==> src/hdl/bpc_pkg.sv <==
// bpc_pkg: constants, codes and carrier structs of the buck supervisory block.
// assumes a single 25 MHz clock; all pins arrive asynchronous to it.
package bpc_pkg;

    // ----------------------------------------------------------------
    // timing
    // ----------------------------------------------------------------
    localparam int CLK_HZ = 25_000_000;
    localparam int SS_TIME_US = 2800;
    localparam int SS_CYCLES = SS_TIME_US * (CLK_HZ / 1_000_000);
    localparam int HICCUP_OFF_COUNT = 16384;
    localparam logic [8:0] HIC_TERMINAL = 9'h1ff;
    localparam logic [4:0] CLAMP_EVENTS = 5'h10;
    localparam logic [1:0] CLEAN_LAST = 2'h3;
    localparam logic [1:0] LOCK_EDGES = 2'h2;
    localparam logic [7:0] SYNC_IDLE_CLKS = 8'h40;
    localparam logic [1:0] SYNC_SETTLE = 2'h2;

    // ----------------------------------------------------------------
    // register map
    // ----------------------------------------------------------------
    localparam logic [7:0] REG_CTRL = 8'h00;
    localparam logic [7:0] REG_STATUS = 8'h04;
    localparam logic [15:0] CTRL_PERIOD_RST = 16'h003e;

    // ----------------------------------------------------------------
    // codes
    // ----------------------------------------------------------------
    typedef enum logic [2:0] {
        CFG_SOLO = 3'b000,
        CFG_SOLO_SPREAD = 3'b001,
        CFG_PRI = 3'b010,
        CFG_PRI_SPREAD = 3'b011,
        CFG_SEC = 3'b100
    } bpc_cfg_t;

    typedef enum logic [1:0] {
        ST_OFF = 2'b00,
        ST_SOFT = 2'b01,
        ST_RUN = 2'b10,
        ST_HICCUP = 2'b11
    } bpc_fsm_t;

    // ----------------------------------------------------------------
    // carriers
    // ----------------------------------------------------------------
    typedef struct packed {
        logic [2:0] config_code;
        logic comp_strap;
        logic fb_tied_high;
        logic mode_sync_in;
        logic ton_short;
        logic pwm_on;
        logic fb_above;
        logic cl_trip;
        logic en;
    } bpc_pins_t;

    typedef struct packed {
        logic hs_gate;
        logic ls_gate;
        logic ss_force_low;
        logic ss_clamp_en;
        logic erramp_off;
        logic internal_comp;
        logic spread_en;
        logic pulse_skip;
    } bpc_drive_t;

    typedef struct packed {
        logic [11:0] reserved;
        logic armed;
        logic [8:0] hic_cnt;
        logic clamp_en;
        logic skip;
        logic locked;
        logic light;
        logic comp_int;
        logic [2:0] cfg;
        logic [1:0] fsm;
    } bpc_status_t;

endpackage

==> src/hdl/bpc_sync2.sv <==
// bpc_sync2: two-flop synchroniser for a group of asynchronous pins.
// assumes inputs are levels that hold for several clk periods.
`timescale 1ns/1ps
module bpc_sync2 #(
    parameter int W = 1
) (
    input wire logic clk,
    input wire logic reset_n,
    input wire logic [W-1:0] async_in,
    output logic [W-1:0] sync_out
);

    typedef struct packed {
        logic [W-1:0] meta;
        logic [W-1:0] stable;
    } bpc_sync_state_t;

    bpc_sync_state_t s_q;
    bpc_sync_state_t s_d;

    // first stage feeds only the second stage
    always_comb begin
        s_d.meta = async_in;
        s_d.stable = s_q.meta;
    end

    // constant reset values only
    always_ff @(posedge clk or negedge reset_n) begin
        if (!reset_n) begin
            s_q <= '0;
        end else begin
            s_q <= s_d;
        end
    end

    assign sync_out = s_q.stable;

endmodule

==> src/hdl/bpc_top.sv <==
// bpc_top: supervisory logic of a synchronous buck converter: current limit,
// soft-start clamp, hiccup protection, pulse skipping, strap latching and
// dual-phase sync, with an apb slave for period control and status.
// assumes analog comparators and strap decoding arrive as logic pins.
//
// Overview of operation
// - current limit ends high-side pulse immediately
// - soft-start clamp only after sixteen overcurrent events
// - after soft-start, count limit incidents to 512
// - four clean cycles in row clear counter
// - terminal count with feedback high restarts counter
// - terminal count, feedback low: soft-start low, drivers off
// - off-time reaches 16384: restart soft-start
// - hiccup inactive in soft-start until feedback rises
// - too-short on-time demand makes device skip pulses
// - internal compensation only when strap detected
// - compensation choice held until power recycle
// - config strap latched at start, resampled on enable
// - decode five strap configuration codes
// - spread spectrum on ignores external clock
// - secondary disables error amp, internal comp unsupported
// - primary drives sync clock half period shifted
// - secondary switches from primary sync clock
// - dual-phase mode set by primary mode, secondary feedback
// - lock to newly appearing sync after two cycles
// - skipping primary in light-load mode stops sync
// - secondary enable cycle forces soft-start restart
// - mode pin high light-load, low or clocked forced
//
// The APB interface to the registers and the address map were left to the implementer.
`timescale 1ns/1ps
module bpc_top #(
    parameter int SS_CYCLES = bpc_pkg::SS_CYCLES,
    parameter int HICCUP_OFF = bpc_pkg::HICCUP_OFF_COUNT
) (
    input wire logic clk,
    input wire logic reset_n,
    input wire bpc_pkg::bpc_pins_t pins,
    input wire logic psel,
    input wire logic penable,
    input wire logic pwrite,
    input wire logic [7:0] paddr,
    input wire logic [31:0] pwdata,
    output logic [31:0] prdata,
    output logic pready,
    output logic pslverr,
    output bpc_pkg::bpc_drive_t drive,
    output logic good_flag_sync_out,
    output logic good_flag_sync_oe
);

    // ----------------------------------------------------------------
    // state
    // ----------------------------------------------------------------
    typedef struct packed {
        bpc_pkg::bpc_fsm_t fsm;
        bpc_pkg::bpc_cfg_t cfg;
        logic comp_int;
        logic comp_valid;
        logic [1:0] settle;
        logic [15:0] period;
        logic [15:0] osc;
        logic cl_seen;
        logic [8:0] hic_cnt;
        logic [1:0] clean;
        logic [4:0] clamp_cnt;
        logic armed;
        logic [16:0] ss_cnt;
        logic [14:0] off_cnt;
        logic en_prev;
        logic sync_prev;
        logic [1:0] sync_edges;
        logic locked;
        logic [7:0] idle;
        logic skip;
        logic hs;
        logic ls;
        logic sync_out;
        logic sync_oe;
        logic [31:0] prdata;
        logic pslverr;
    } bpc_state_t;

    bpc_state_t s_q;
    bpc_state_t s_d;
    bpc_pkg::bpc_pins_t pin_s;
    bpc_pkg::bpc_status_t status;

    logic is_sec;
    logic is_pri;
    logic spread;
    logic sync_rise;
    logic clocked;
    logic light;
    logic use_ext;
    logic tick;
    logic active;
    logic terminal;

    // ----------------------------------------------------------------
    // pin synchronisation
    // ----------------------------------------------------------------
    bpc_sync2 #(
        .W($bits(bpc_pkg::bpc_pins_t))
    ) u_sync (
        .clk(clk),
        .reset_n(reset_n),
        .async_in(pins),
        .sync_out(pin_s)
    );

    // ----------------------------------------------------------------
    // decode and derived conditions
    // ----------------------------------------------------------------
    // five strap codes; anything else behaves as plain standalone
    always_comb begin
        is_sec = (s_q.cfg == bpc_pkg::CFG_SEC);
        is_pri = (s_q.cfg == bpc_pkg::CFG_PRI) || (s_q.cfg == bpc_pkg::CFG_PRI_SPREAD);
        spread = (s_q.cfg == bpc_pkg::CFG_SOLO_SPREAD) || (s_q.cfg == bpc_pkg::CFG_PRI_SPREAD);
        sync_rise = pin_s.mode_sync_in && !s_q.sync_prev;
        clocked = (s_q.idle < bpc_pkg::SYNC_IDLE_CLKS);
        // a steady high pin means light load; a clock means forced pwm
        if (is_sec) begin
            light = pin_s.fb_tied_high;
        end else begin
            light = pin_s.mode_sync_in && !clocked;
        end
        // spread spectrum keeps the device on its own oscillator
        use_ext = s_q.locked && (is_sec || !spread);
        if (use_ext) begin
            tick = sync_rise;
        end else begin
            tick = (s_q.osc >= s_q.period);
        end
        active = (s_q.fsm == bpc_pkg::ST_SOFT) || (s_q.fsm == bpc_pkg::ST_RUN);
        terminal = (s_q.hic_cnt == bpc_pkg::HIC_TERMINAL);
    end

    // ----------------------------------------------------------------
    // next-state logic
    // ----------------------------------------------------------------
    always_comb begin
        s_d = s_q;
        s_d.en_prev = pin_s.en;
        s_d.sync_prev = pin_s.mode_sync_in;

        // compensation strap is caught once per power-up, never again;
        // waits for the synchroniser, which reads zero straight after reset
        if (!s_q.comp_valid) begin
            if (s_q.settle == bpc_pkg::SYNC_SETTLE) begin
                s_d.comp_valid = 1'b1;
                s_d.comp_int = pin_s.comp_strap;
            end else begin
                s_d.settle = s_q.settle + 2'h1;
            end
        end

        // sync activity: idle counter and two-edge lock
        if (sync_rise) begin
            s_d.idle = '0;
            if (!s_q.locked) begin
                s_d.sync_edges = s_q.sync_edges + 2'h1;
                if (s_q.sync_edges + 2'h1 >= bpc_pkg::LOCK_EDGES) begin
                    s_d.locked = 1'b1;
                end
            end
        end else if (clocked) begin
            s_d.idle = s_q.idle + 8'h01;
        end
        if (!clocked) begin
            s_d.locked = 1'b0;
            s_d.sync_edges = '0;
        end

        // oscillator; an external edge realigns it
        if (tick) begin
            s_d.osc = '0;
        end else if (s_q.osc != 16'hffff) begin
            s_d.osc = s_q.osc + 16'h0001;
        end

        // current-limit memory within the cycle
        if (pin_s.cl_trip) begin
            s_d.cl_seen = 1'b1;
        end

        // high-side pulse: started at tick, cut by limit or pwm latch
        if (tick) begin
            s_d.skip = pin_s.ton_short;
            s_d.hs = active && !pin_s.ton_short;
            s_d.cl_seen = pin_s.cl_trip;
        end else if (pin_s.cl_trip || !pin_s.pwm_on) begin
            s_d.hs = 1'b0;
        end
        s_d.ls = active && !s_d.hs;

        // per-switching-cycle event counters
        if (tick && active) begin
            if (s_q.cl_seen) begin
                s_d.clean = '0;
                if (s_q.clamp_cnt != bpc_pkg::CLAMP_EVENTS) begin
                    s_d.clamp_cnt = s_q.clamp_cnt + 5'h01;
                end
                // hiccup counting only once armed after soft-start
                if (s_q.fsm == bpc_pkg::ST_RUN && s_q.armed) begin
                    if (terminal) begin
                        if (pin_s.fb_above) begin
                            s_d.hic_cnt = '0;
                        end else begin
                            s_d.fsm = bpc_pkg::ST_HICCUP;
                            s_d.hic_cnt = '0;
                            s_d.off_cnt = '0;
                            s_d.hs = 1'b0;
                            s_d.ls = 1'b0;
                        end
                    end else begin
                        s_d.hic_cnt = s_q.hic_cnt + 9'h001;
                    end
                end
            end else begin
                s_d.clean = s_q.clean + 2'h1;
                if (s_q.clean == bpc_pkg::CLEAN_LAST) begin
                    s_d.clean = '0;
                    s_d.hic_cnt = '0;
                    s_d.clamp_cnt = '0;
                end
            end
        end

        // soft-start, arming and hiccup off-time
        unique case (s_q.fsm)
            bpc_pkg::ST_OFF: begin
                s_d.hs = 1'b0;
                s_d.ls = 1'b0;
            end
            bpc_pkg::ST_SOFT: begin
                s_d.armed = 1'b0;
                if (s_q.ss_cnt >= 17'(SS_CYCLES - 1)) begin
                    s_d.fsm = bpc_pkg::ST_RUN;
                end else begin
                    s_d.ss_cnt = s_q.ss_cnt + 17'h00001;
                end
            end
            bpc_pkg::ST_RUN: begin
                if (pin_s.fb_above) begin
                    s_d.armed = 1'b1;
                end
            end
            bpc_pkg::ST_HICCUP: begin
                s_d.hs = 1'b0;
                s_d.ls = 1'b0;
                if (tick) begin
                    if (s_q.off_cnt >= 15'(HICCUP_OFF - 1)) begin
                        s_d.fsm = bpc_pkg::ST_SOFT;
                        s_d.ss_cnt = '0;
                        s_d.clamp_cnt = '0;
                    end else begin
                        s_d.off_cnt = s_q.off_cnt + 15'h0001;
                    end
                end
            end
        endcase

        // enable: rising edge latches config and starts soft-start;
        // low clears the fsm, counters, arming and gates so a shed secondary restarts cleanly
        if (!pin_s.en) begin
            s_d.fsm = bpc_pkg::ST_OFF;
            s_d.hic_cnt = '0;
            s_d.clean = '0;
            s_d.clamp_cnt = '0;
            s_d.ss_cnt = '0;
            s_d.off_cnt = '0;
            s_d.armed = 1'b0;
            s_d.hs = 1'b0;
            s_d.ls = 1'b0;
        end else if (!s_q.en_prev) begin
            s_d.fsm = bpc_pkg::ST_SOFT;
            s_d.cfg = bpc_pkg::bpc_cfg_t'(pin_s.config_code);
            if (pin_s.config_code > bpc_pkg::CFG_SEC) begin
                s_d.cfg = bpc_pkg::CFG_SOLO;
            end
        end

        // primary sync output lags by half a period, stops while skipping in light load;
        // enable follows the config being latched, never a cycle behind it
        s_d.sync_oe = (s_d.cfg == bpc_pkg::CFG_PRI) || (s_d.cfg == bpc_pkg::CFG_PRI_SPREAD);
        s_d.sync_out = s_d.sync_oe && active
            && (s_q.osc >= (s_q.period >> 1))
            && !(light && s_q.skip);

        // apb: read data prepared in the setup phase, zero wait states
        if (psel && !penable) begin
            s_d.pslverr = 1'b0;
            s_d.prdata = '0;
            if (paddr == bpc_pkg::REG_CTRL) begin
                s_d.prdata = {16'h0000, s_q.period};
            end else if (paddr == bpc_pkg::REG_STATUS) begin
                s_d.prdata = status;
            end else begin
                s_d.pslverr = 1'b1;
            end
        end
        if (psel && penable && pwrite && paddr == bpc_pkg::REG_CTRL) begin
            s_d.period = pwdata[15:0];
        end
    end

    // ----------------------------------------------------------------
    // status word
    // ----------------------------------------------------------------
    always_comb begin
        status = '0;
        status.fsm = s_q.fsm;
        status.cfg = s_q.cfg;
        status.comp_int = s_q.comp_int;
        status.light = light;
        status.locked = s_q.locked;
        status.skip = s_q.skip;
        status.clamp_en = (s_q.clamp_cnt == bpc_pkg::CLAMP_EVENTS);
        status.hic_cnt = s_q.hic_cnt;
        status.armed = s_q.armed;
    end

    // ----------------------------------------------------------------
    // registers
    // ----------------------------------------------------------------
    // power-on reset doubles as the bias-rail recycle
    always_ff @(posedge clk or negedge reset_n) begin
        if (!reset_n) begin
            s_q <= '0;
            s_q.period <= bpc_pkg::CTRL_PERIOD_RST;
        end else begin
            s_q <= s_d;
        end
    end

    // ----------------------------------------------------------------
    // outputs
    // ----------------------------------------------------------------
    // soft-start held low while off or in hiccup
    always_comb begin
        drive.hs_gate = s_q.hs && !pin_s.cl_trip;
        drive.ls_gate = s_q.ls;
        drive.ss_force_low = (s_q.fsm == bpc_pkg::ST_OFF)
            || (s_q.fsm == bpc_pkg::ST_HICCUP);
        drive.ss_clamp_en = (s_q.clamp_cnt == bpc_pkg::CLAMP_EVENTS);
        drive.erramp_off = is_sec;
        drive.internal_comp = s_q.comp_int && !is_sec && !is_pri;
        drive.spread_en = spread;
        drive.pulse_skip = s_q.skip;
    end

    assign good_flag_sync_out = s_q.sync_out;
    assign good_flag_sync_oe = s_q.sync_oe;
    assign prdata = s_q.prdata;
    assign pslverr = s_q.pslverr;
    assign pready = 1'b1;

endmodule

==> config.mk <==
export PLATFORM = sky130hd
export DESIGN_NAME = bpc_top
export DESIGN_NICKNAME = d
export VERILOG_FILES = /design/src/hdl/bpc_pkg.sv /design/src/hdl/bpc_sync2.sv /design/src/hdl/bpc_top.sv
export SDC_FILE = /design/constraint.sdc
export NUM_CORES = 1
export LEC_CHECK = 0
export BUFFER_PORTS_ARGS = -buffer_cell sky130_fd_sc_hd__clkbuf_2
export CORE_UTILIZATION = 53
export CTS_CLUSTER_DIAMETER = 40
export DETAILED_ROUTE_END_ITERATION = 8
export PLACE_DENSITY_LB_ADDON = 0.3
export SLEW_MARGIN = 15
export SYNTH_ARGS = -nofsm -noshare
export SYNTH_HDL_FRONTEND = slang
export SYNTH_SLANG_ARGS = --single-unit
==> constraint.sdc <==
create_clock -name clk -period 2.5 [get_ports clk]
set_clock_uncertainty 0.2 [all_clocks]
set_input_delay 0 -clock clk [delete_from_list [all_inputs] [get_ports clk]]
set_output_delay 0 -clock clk [all_outputs]
set_load 0.01 [all_outputs]
==> results of run 1 <==
-- cells in the mapped netlist (all sizes together), types with 3 or more instances --
| cell | number | area [um^2] |
|---|---|---|
| a32oi | 3 | 26.3 |
| mux2i | 21 | 210 |
| nand4b | 3 | 26.3 |
| nand3 | 43 | 215 |
| mux2 | 17 | 191 |
| clkbuf | 16 | 60.1 |
| and2 | 6 | 37.5 |
| nor4 | 4 | 25.0 |
| xor2 | 15 | 131 |
| xnor2 | 5 | 43.8 |
| nor3 | 17 | 85.1 |
| inv | 45 | 169 |
| a211oi | 5 | 50.1 |
| nor2b | 7 | 43.8 |
| or3 | 7 | 43.8 |
| o31ai | 24 | 180 |
| and4 | 5 | 43.8 |
| a22o | 7 | 61.3 |
| dfstp | 5 | 131 |
| nand3b | 3 | 22.5 |
| and3 | 18 | 118 |
| nand4 | 19 | 119 |
| a31oi | 10 | 75.1 |
| a21oi | 34 | 174 |
| nand2b | 12 | 82.6 |
| o22ai | 10 | 62.6 |
| nor2 | 51 | 199 |
| nand2 | 80 | 300 |
| a21o | 9 | 67.6 |
| o21ai | 46 | 230 |
| buf | 46 | 334 |
| ha | 44 | 551 |
| dfrtp | 147 | 3680 |
-- state kept, by name, indices dropped and copies added, names as in the netlist --
name	count
s_q	105
prdata	20
u_sync.s_d	11
u_sync.sync_out	11
drive	2
good_flag_sync_oe	1
good_flag_sync_out	1
pslverr	1
-- cells by family (layout without fill, tap and decap cells) --
group	after synthesis	after routing
AO/OA/AOI/OAI	170	170
XOR/XNOR	20	20
adder cells (fa/ha/maj)	44	44
buffers and inverters	107	316
flip-flops	152	152
multiplexers	38	38
other	2	13
AND/OR/NAND/NOR	287	287
-- metal layers --
layer | vias to the layer above | global-route usage [%]
li1 | 3314 | -
met1 | 3439 | 37.6
met2 | 280 | 42.6
met3 | 47 | 6.20
met4 | 0 | 11.9
met5 | - | 0
-- worst paths after layout --
path                          startpoint                 end  slack, ps
max                             s_q[122]             s_q[76]       -180
max in group asynchronous        reset_n             s_q[66]       1240
max reg2reg                     s_q[122]             s_q[76]       -180
min in group asynchronous        reset_n            s_q[122]        490
min reg2reg                u_sync.s_d[4]  u_sync.sync_out[4]        150
min                                 psel            s_q[121]          9
-- power groups by stage --
stage / Combinational (mW) / Clock (mW) / Sequential [mW]
after floorplan: 0.527 / 0 / 2.71
after global placement: 0.889 / 0 / 2.71
after detailed placement: 0.909 / 0 / 2.72
after CTS: 1.08 / 2.69 / 2.67
after global routing: 1.31 / 2.81 / 2.69
final: 1.22 / 2.67 / 2.68
-- stage by stage --
stage | instances | total power, mW | hold slack [ps] | area (um^2)
floorplan | 831 | 3.24 | -496 | 8240
global route | 1224 | 6.81 | 4.64 | 10900
detailed placement | 1126 | 3.62 | -271 | 9230
CTS | 1216 | 6.45 | 1.49 | 10600
global placement | 1126 | 3.60 | -268 | 9230
finish | 1224 | 6.56 | 8.96 | 10900
-- layout make-up --
cell class | instances | area, um^2
Tap cell | 184 | 230
Clock inverter | 14 | 175
Multi-Input combinational cell | 572 | 4250
Fill cell | 951 | 3780
Inverter | 45 | 169
Clock buffer | 18 | 439
Timing Repair Buffer | 239 | 1840
Sequential cell | 152 | 3810
-- tightest hold or removal path, stage by stage --
cell and delay [ps]:
sky130_fd_sc_hd__clkbuf_2 90, sky130_fd_sc_hd__nand4_1 60, sky130_fd_sc_hd__buf_4 270, sky130_fd_sc_hd__mux2_2 200
-- what timing repair did --
item                                    4_1_cts  5_1_grt
gates resized for setup                      47       68
endpoints found under the setup margin       69       87
pin swaps                                    26       38
gates cloned                                  1        1
endpoints found under the hold margin       196        0
hold buffers                                 46        0
setup buffers                                11        8
==> flow_summary.toml, run 1 <==
[outcome]
outcome = "finished, violations left"
failed_checks = "design-rule violations, negative setup slack"

[grt]
gr-total-overflow = 0
grt_first_pass_wirelength_um = 34100
first_global_vias = 6735
grt_start_max_net_pins = 61
gr-usage-all-layers_pct = 27.7
antenna_found_initial = 0

[floorplan]
die_height_um = 126
pin_count = 100
floorplan.die.width_um = 126
placeableCoreArea_um2 = 14700
floorplan.die_area_um2 = 15800
starting_density_of_the_core_pct = 55.1
core.rowCount = 44

[routing]
route.layer.met1.wl_um = 9450
drt-wirelength-per-cell_um = 17.8
detailedRoute.firstPassIterationCount = 8
post-route-drc-count = 8
drt-vias-per-instance = 5.78
top_signal_layer_used = "met4"
routed-via-count = 7080
drtIter0Drc = 544
routed-wl-met2_um = 10300
met3_wirelength_um = 1340
ant_nets = 0
route.final.wire_length_um = 21800

[final_layout]
n_antenna_cell = 0
layout_common_cells = "sky130_fd_sc_hd__dfrtp_1, sky130_fd_sc_hd__buf_4, sky130_fd_sc_hd__nand2_1"
num-nets-final = 1127
area_delta_synth_final_pct = 34.8
layout-drive-gt1-share_pct = 32.9
finish.utilization_pct = 74.3
layout.cells.most_common = "sky130_fd_sc_hd__dfrtp_1"

[timing]
maxClockFrequency_ghz = 0.373
timing.final.max_slew_violations = 0
final_hold_viol_count = 0
final_period_demand_of_the_worst_path_ps = 2680
final-setup-viol-count = 64
rsz0062_at_grt = "yes"
postLayoutSetupSlackWorst_ps = -180
final_min_period_over_clock_period_pct = 107
totalNegativeSetupSlack_ps = -5510
worst_pin_slew_ps = 860
slew-limit-headroom_pct = 42.7

[synth]
synth_area_per_cell_um2 = 9.87
synth_mux_area_share_pct = 4.96
syn-instance-count = 820
synth_sequential_area_ratio_pct = 47.1
yosysWarnings = 0
compound_gate_fraction_of_synth_area_pct = 13.9
synth-simple-area-share_pct = 18.1
async_set_reset_flop_share_out_of_synthesis_pct = 100
synth_xor_xnor_area_share_pct = 2.16
netlist-cell-type-count = 71
syn_area_um2 = 8100
synth-seq-cells = 152
synth_edf_count = 0
synth_top_family_by_area = "simple AND/OR/NAND/NOR gates"
synth-adder-area-share_pct = 6.80
synth_flop_cell = "sky130_fd_sc_hd__dfrtp_1"

[power_and_ir_drop]
power.switching_fraction_pct = 27.5
vdd_ir_drop_max_uv = 532
clk_pwr_share_pct = 40.7
seqPwrFrac_pct = 40.8
p_switching_mw = 1.81
combPwrFrac_pct = 18.6
p_per_area_nw_per_um2 = 601
total_leakage_power_nw = 5.06
internal_power_mw = 4.76

[worst_setup_path]
worst_ep_arrival_ps = 2830
crit_chain = "inv_2, ha_4, a21o_1, a221oi_2, o21ai_2, a31o_4, a211oi_4, buf_12, nor3_2, o22ai_1"
cpPeakStageDelay_ps = 540
worstPathMaxFanout = 7
cpLargestDelayFamily = "compound AO/OA/AOI/OAI gates"
worstRegToRegCells = 10
crit_path_start_kind = "flip-flop"
timing.critical_path.to_type = "flip-flop"
timing.critical_path.required_ps = 2650
crit_cells = 10
timing.critical_path.buf_inv = 2
cp_max_delay_cell = "sky130_fd_sc_hd__dfstp_2"
critical_path_class = "flip-flop to flip-flop"

[place]
dpl.hpwl_um = 13500
count_of_input_and_output_buffers = 70
gp_congestion = 0.879
placement.setup.worst_slack_ps = -260

[clock_tree]
tritoncts_clock_tree = "done"
clock_tree.root_cell = "sky130_fd_sc_hd__clkbuf_16"
ctsHtreeMaxLevel = 4
clkTransAtPathRegs_ps = 70
cts_made_buffers = 17
cts_sinks = 152
clk-insertion-delay-late_ps = 440
cts-root-to-sink-buffers = 2

[hold_path]
timing.hold.worst.class = "input pin to flip-flop"
worst_hold_path.num_cells = 4

[flow_run]
cap_viol_max_count = 0
(Power assumes the default switching activity.)
==> run 2, diff against run 1 <==
ABC_AREA = 1   (was default)
MAX_ROUTING_LAYER = met4   (was default)
==> run 2 against run 1 <==
Net effect:
- the flow finishes with violations (negative setup slack)
- clock power down 2%
- synthesized cell count up 26%
- sequential power about the same
- largest power group unchanged
- highest routed layer unchanged
==> flow_summary.toml, run 2 <==
[outcome]
failed_checks = "negative setup slack"
outcome = "finished, violations left"

[hold_path]
hold_path.startpoint = "pins[1]"
timing.hold.worst.class = "input pin to flip-flop"
hold_path_end = "u_sync.s_d[1]"
worst_hold_path.num_cells = 2

[final_layout]
num-nets-final = 1293
layout-drive-gt1-share_pct = 17.9
layout_common_cells = "sky130_fd_sc_hd__nand2_1, sky130_fd_sc_hd__dfrtp_1, sky130_fd_sc_hd__nor2_1"
layout.cells.most_common = "sky130_fd_sc_hd__nand2_1"
n_antenna_cell = 0
layout.filler_cells = 1160
number_of_flip_flops_in_the_largest_register = 105
multi_input_area_um2 = 4020
regArea_um2 = 3810
finish.utilization_pct = 70.2
area_delta_synth_final_pct = 27.9
largest-register = "s_q"

[worst_setup_path]
r2r_end = "s_q[60]"
cp_max_delay_cell = "sky130_fd_sc_hd__dfstp_2"
worstRegToRegCells = 13
worst-r2r-setup-slack_ps = -3
timing.critical_path.required_ps = 2620
worstPathMaxFanout = 8
worst_ep_arrival_ps = 2620
critical_path_class = "flip-flop to flip-flop"
crit_chain = "inv_1, ha_1, a21oi_1, o21a_1, nand2_1, nand2_1, nand2_2, buf_6, buf_6, nand4_4, clkbuf_16, nand3_1, a21oi_1"
crit_path_start_kind = "flip-flop"
timing.critical_path.to_type = "flip-flop"
critical_path.reg2reg.startpoint = "s_q[122]"
cpPeakStageDelay_ps = 540

[floorplan]
floorplan.die_area_um2 = 16400
die_height_um = 128
pin_count = 100
core.rowCount = 45
starting_density_of_the_core_pct = 54.9
floorplan.die.width_um = 128
placeableCoreArea_um2 = 15300

[timing]
maxClockFrequency_ghz = 0.399
final_min_period_over_clock_period_pct = 100
postLayoutSetupSlackWorst_ps = -3.40
final_period_demand_of_the_worst_path_ps = 2500
totalNegativeSetupSlack_ps = -3.40
final_hold_viol_count = 0
worst_pin_slew_ps = 628
timing.final.max_slew_violations = 0
final-setup-viol-count = 1
slew-limit-headroom_pct = 58.1
worst_hold_check_slack_ps = 7.88
rsz0062_at_grt = "yes"

[synth]
synth_area_leader_cell = "sky130_fd_sc_hd__dfrtp_1"
async_set_reset_flop_share_out_of_synthesis_pct = 100
synth_area_per_cell_um2 = 8.13
netlist-cell-type-count = 43
syn-instance-count = 1033
synth_largest_type_area_fraction_pct = 43.8
synth_flop_cell = "sky130_fd_sc_hd__dfrtp_1"
synth_edf_count = 0
synth-seq-cells = 152
yosysWarnings = 0
yosys-top-cells-area = "sky130_fd_sc_hd__dfrtp_1, sky130_fd_sc_hd__nand2_1, sky130_fd_sc_hd__ha_1"
syn_area_um2 = 8400
yosysMostFrequentCell = "sky130_fd_sc_hd__nand2_1"
top_cells_by_count_synth = "sky130_fd_sc_hd__nand2_1, sky130_fd_sc_hd__dfrtp_1, sky130_fd_sc_hd__nor2_1, sky130_fd_sc_hd__inv_1, sky130_fd_sc_hd__nand3_1"
synth_sequential_area_ratio_pct = 45.3

[routing]
route.final.wire_length_um = 22400
drt-wirelength-per-cell_um = 15.8
detailedRoute.firstPassIterationCount = 8
drtIter0Drc = 594
post-route-drc-count = 0
routed-via-count = 7705
ant_nets = 0
drt-vias-per-instance = 5.44

[grt]
grt_start_max_net_pins = 59
grt_first_pass_wirelength_um = 35500
gr-usage-all-layers_pct = 28.7
antenna_found_initial = 0
first_global_vias = 7316
gr-total-overflow = 0

[clock_tree]
clkTransAtPathRegs_ps = 70
ctsHtreeMaxLevel = 4
tritoncts_clock_tree = "done"
clk-insertion-delay-late_ps = 440
cts_made_buffers = 17
clock_tree.root_cell = "sky130_fd_sc_hd__clkbuf_16"
cts-root-to-sink-buffers = 2
cts_sinks = 152

[power_and_ir_drop]
p_per_area_nw_per_um2 = 573
vdd_ir_drop_max_uv = 567
total_leakage_power_nw = 5.24

[place]
gp_congestion = 0.893
dpl.hpwl_um = 14200
count_of_input_and_output_buffers = 70

[flow_run]
cap_viol_max_count = 0
## run 2: changes by cell type in the layout (fill, tap and decap cells not counted), moves of 16 or more
cell                            delta
sky130_fd_sc_hd__nand3_1          +57
sky130_fd_sc_hd__o31ai_1          -20
sky130_fd_sc_hd__dlygate4sd3_1    +19
sky130_fd_sc_hd__nand2_1         +102
sky130_fd_sc_hd__nor2_1           +69
sky130_fd_sc_hd__buf_4            -62
sky130_fd_sc_hd__o21ai_0          +36
sky130_fd_sc_hd__mux2_2           -16
sky130_fd_sc_hd__inv_1            +69
sky130_fd_sc_hd__a21oi_1          +42
sky130_fd_sc_hd__mux2i_1          -21
## run 2: cell type report
class | instances | share of cell area [%]
tap | 211 | 2.46
inverter | 110 | 3.84
timing repair buffer | 194 | 15.3
multi-input combinational | 718 | 37.4
sequential | 152 | 35.5
clock inverter | 15 | 1.56
clock buffer | 17 | 3.96
## run 2: stage by stage
stage | instance area [um^2] | total power, mW | worst slack (ps) | instances
2_1_floorplan | 8440 | 3.16 | 3.98 | 1044
6_report | 10700 | 6.15 | -3.40 | 1417
3_5_place_dp | 9090 | 3.44 | 5.19 | 1307
4_1_cts | 10300 | 6.09 | 11.0 | 1403
3_3_place_gp | 9090 | 3.42 | 67.7 | 1307
5_1_grt | 10700 | 6.41 | -129 | 1417
## run 2: worst max path at each step
stage,to,startpoint
finish,s_q[60],s_q[122]
global route,s_q[60],s_q[122]
CTS,s_q[68],s_q[120]
detailed placement,s_q[75],s_q[126]
global placement,s_q[81],s_q[126]
floorplan,s_q[51],s_q[91]
## run 2: repair_timing
action,in CTS,in global routing
setup endpoints to repair,8,76
setup buffers,0,10
resized for setup,2,57
pin swaps,0,17
hold endpoints to repair,193,0
hold buffers,64,0
gates cloned,0,5
## run 2: metal layers
layer,wire length [um],GRT usage [%]
met5,0,-
met1,9720,37.3
met2,10600,44.2
met4,735,13.8
met3,1390,4.38
## run 2: worst max-delay path: cells and delay by family, from the launching register on
family | cells | cell delay [ps]
compound gates | 3 | 310
flops | 1 | 540
buf+inv | 4 | 540
simple gates | 5 | 490
fa+ha+maj | 1 | 300
## run 2: kinds of logic after synthesis
kind of cell	after synthesis	share of synthesized area [%]
AOI/OAI and AO/OA	166	11.1
xor gates and xnor gates	18	1.88
adders and majority gates	44	6.55
buffers and inverters	175	9.72
DFF	152	45.3
muxes	1	0.134
other	2	0.0894
and+or+nand+nor	475	25.2
## run 2: power breakdown
group	total (mW)	switching [mW]	leakage (nW)	internal, mW
Combinational	0.850	0.507	3.02	0.344
Clock	2.61	1.12	0.274	1.49
Sequential	2.69	0.103	1.94	2.59
Total	6.15	1.73	5.24	4.42
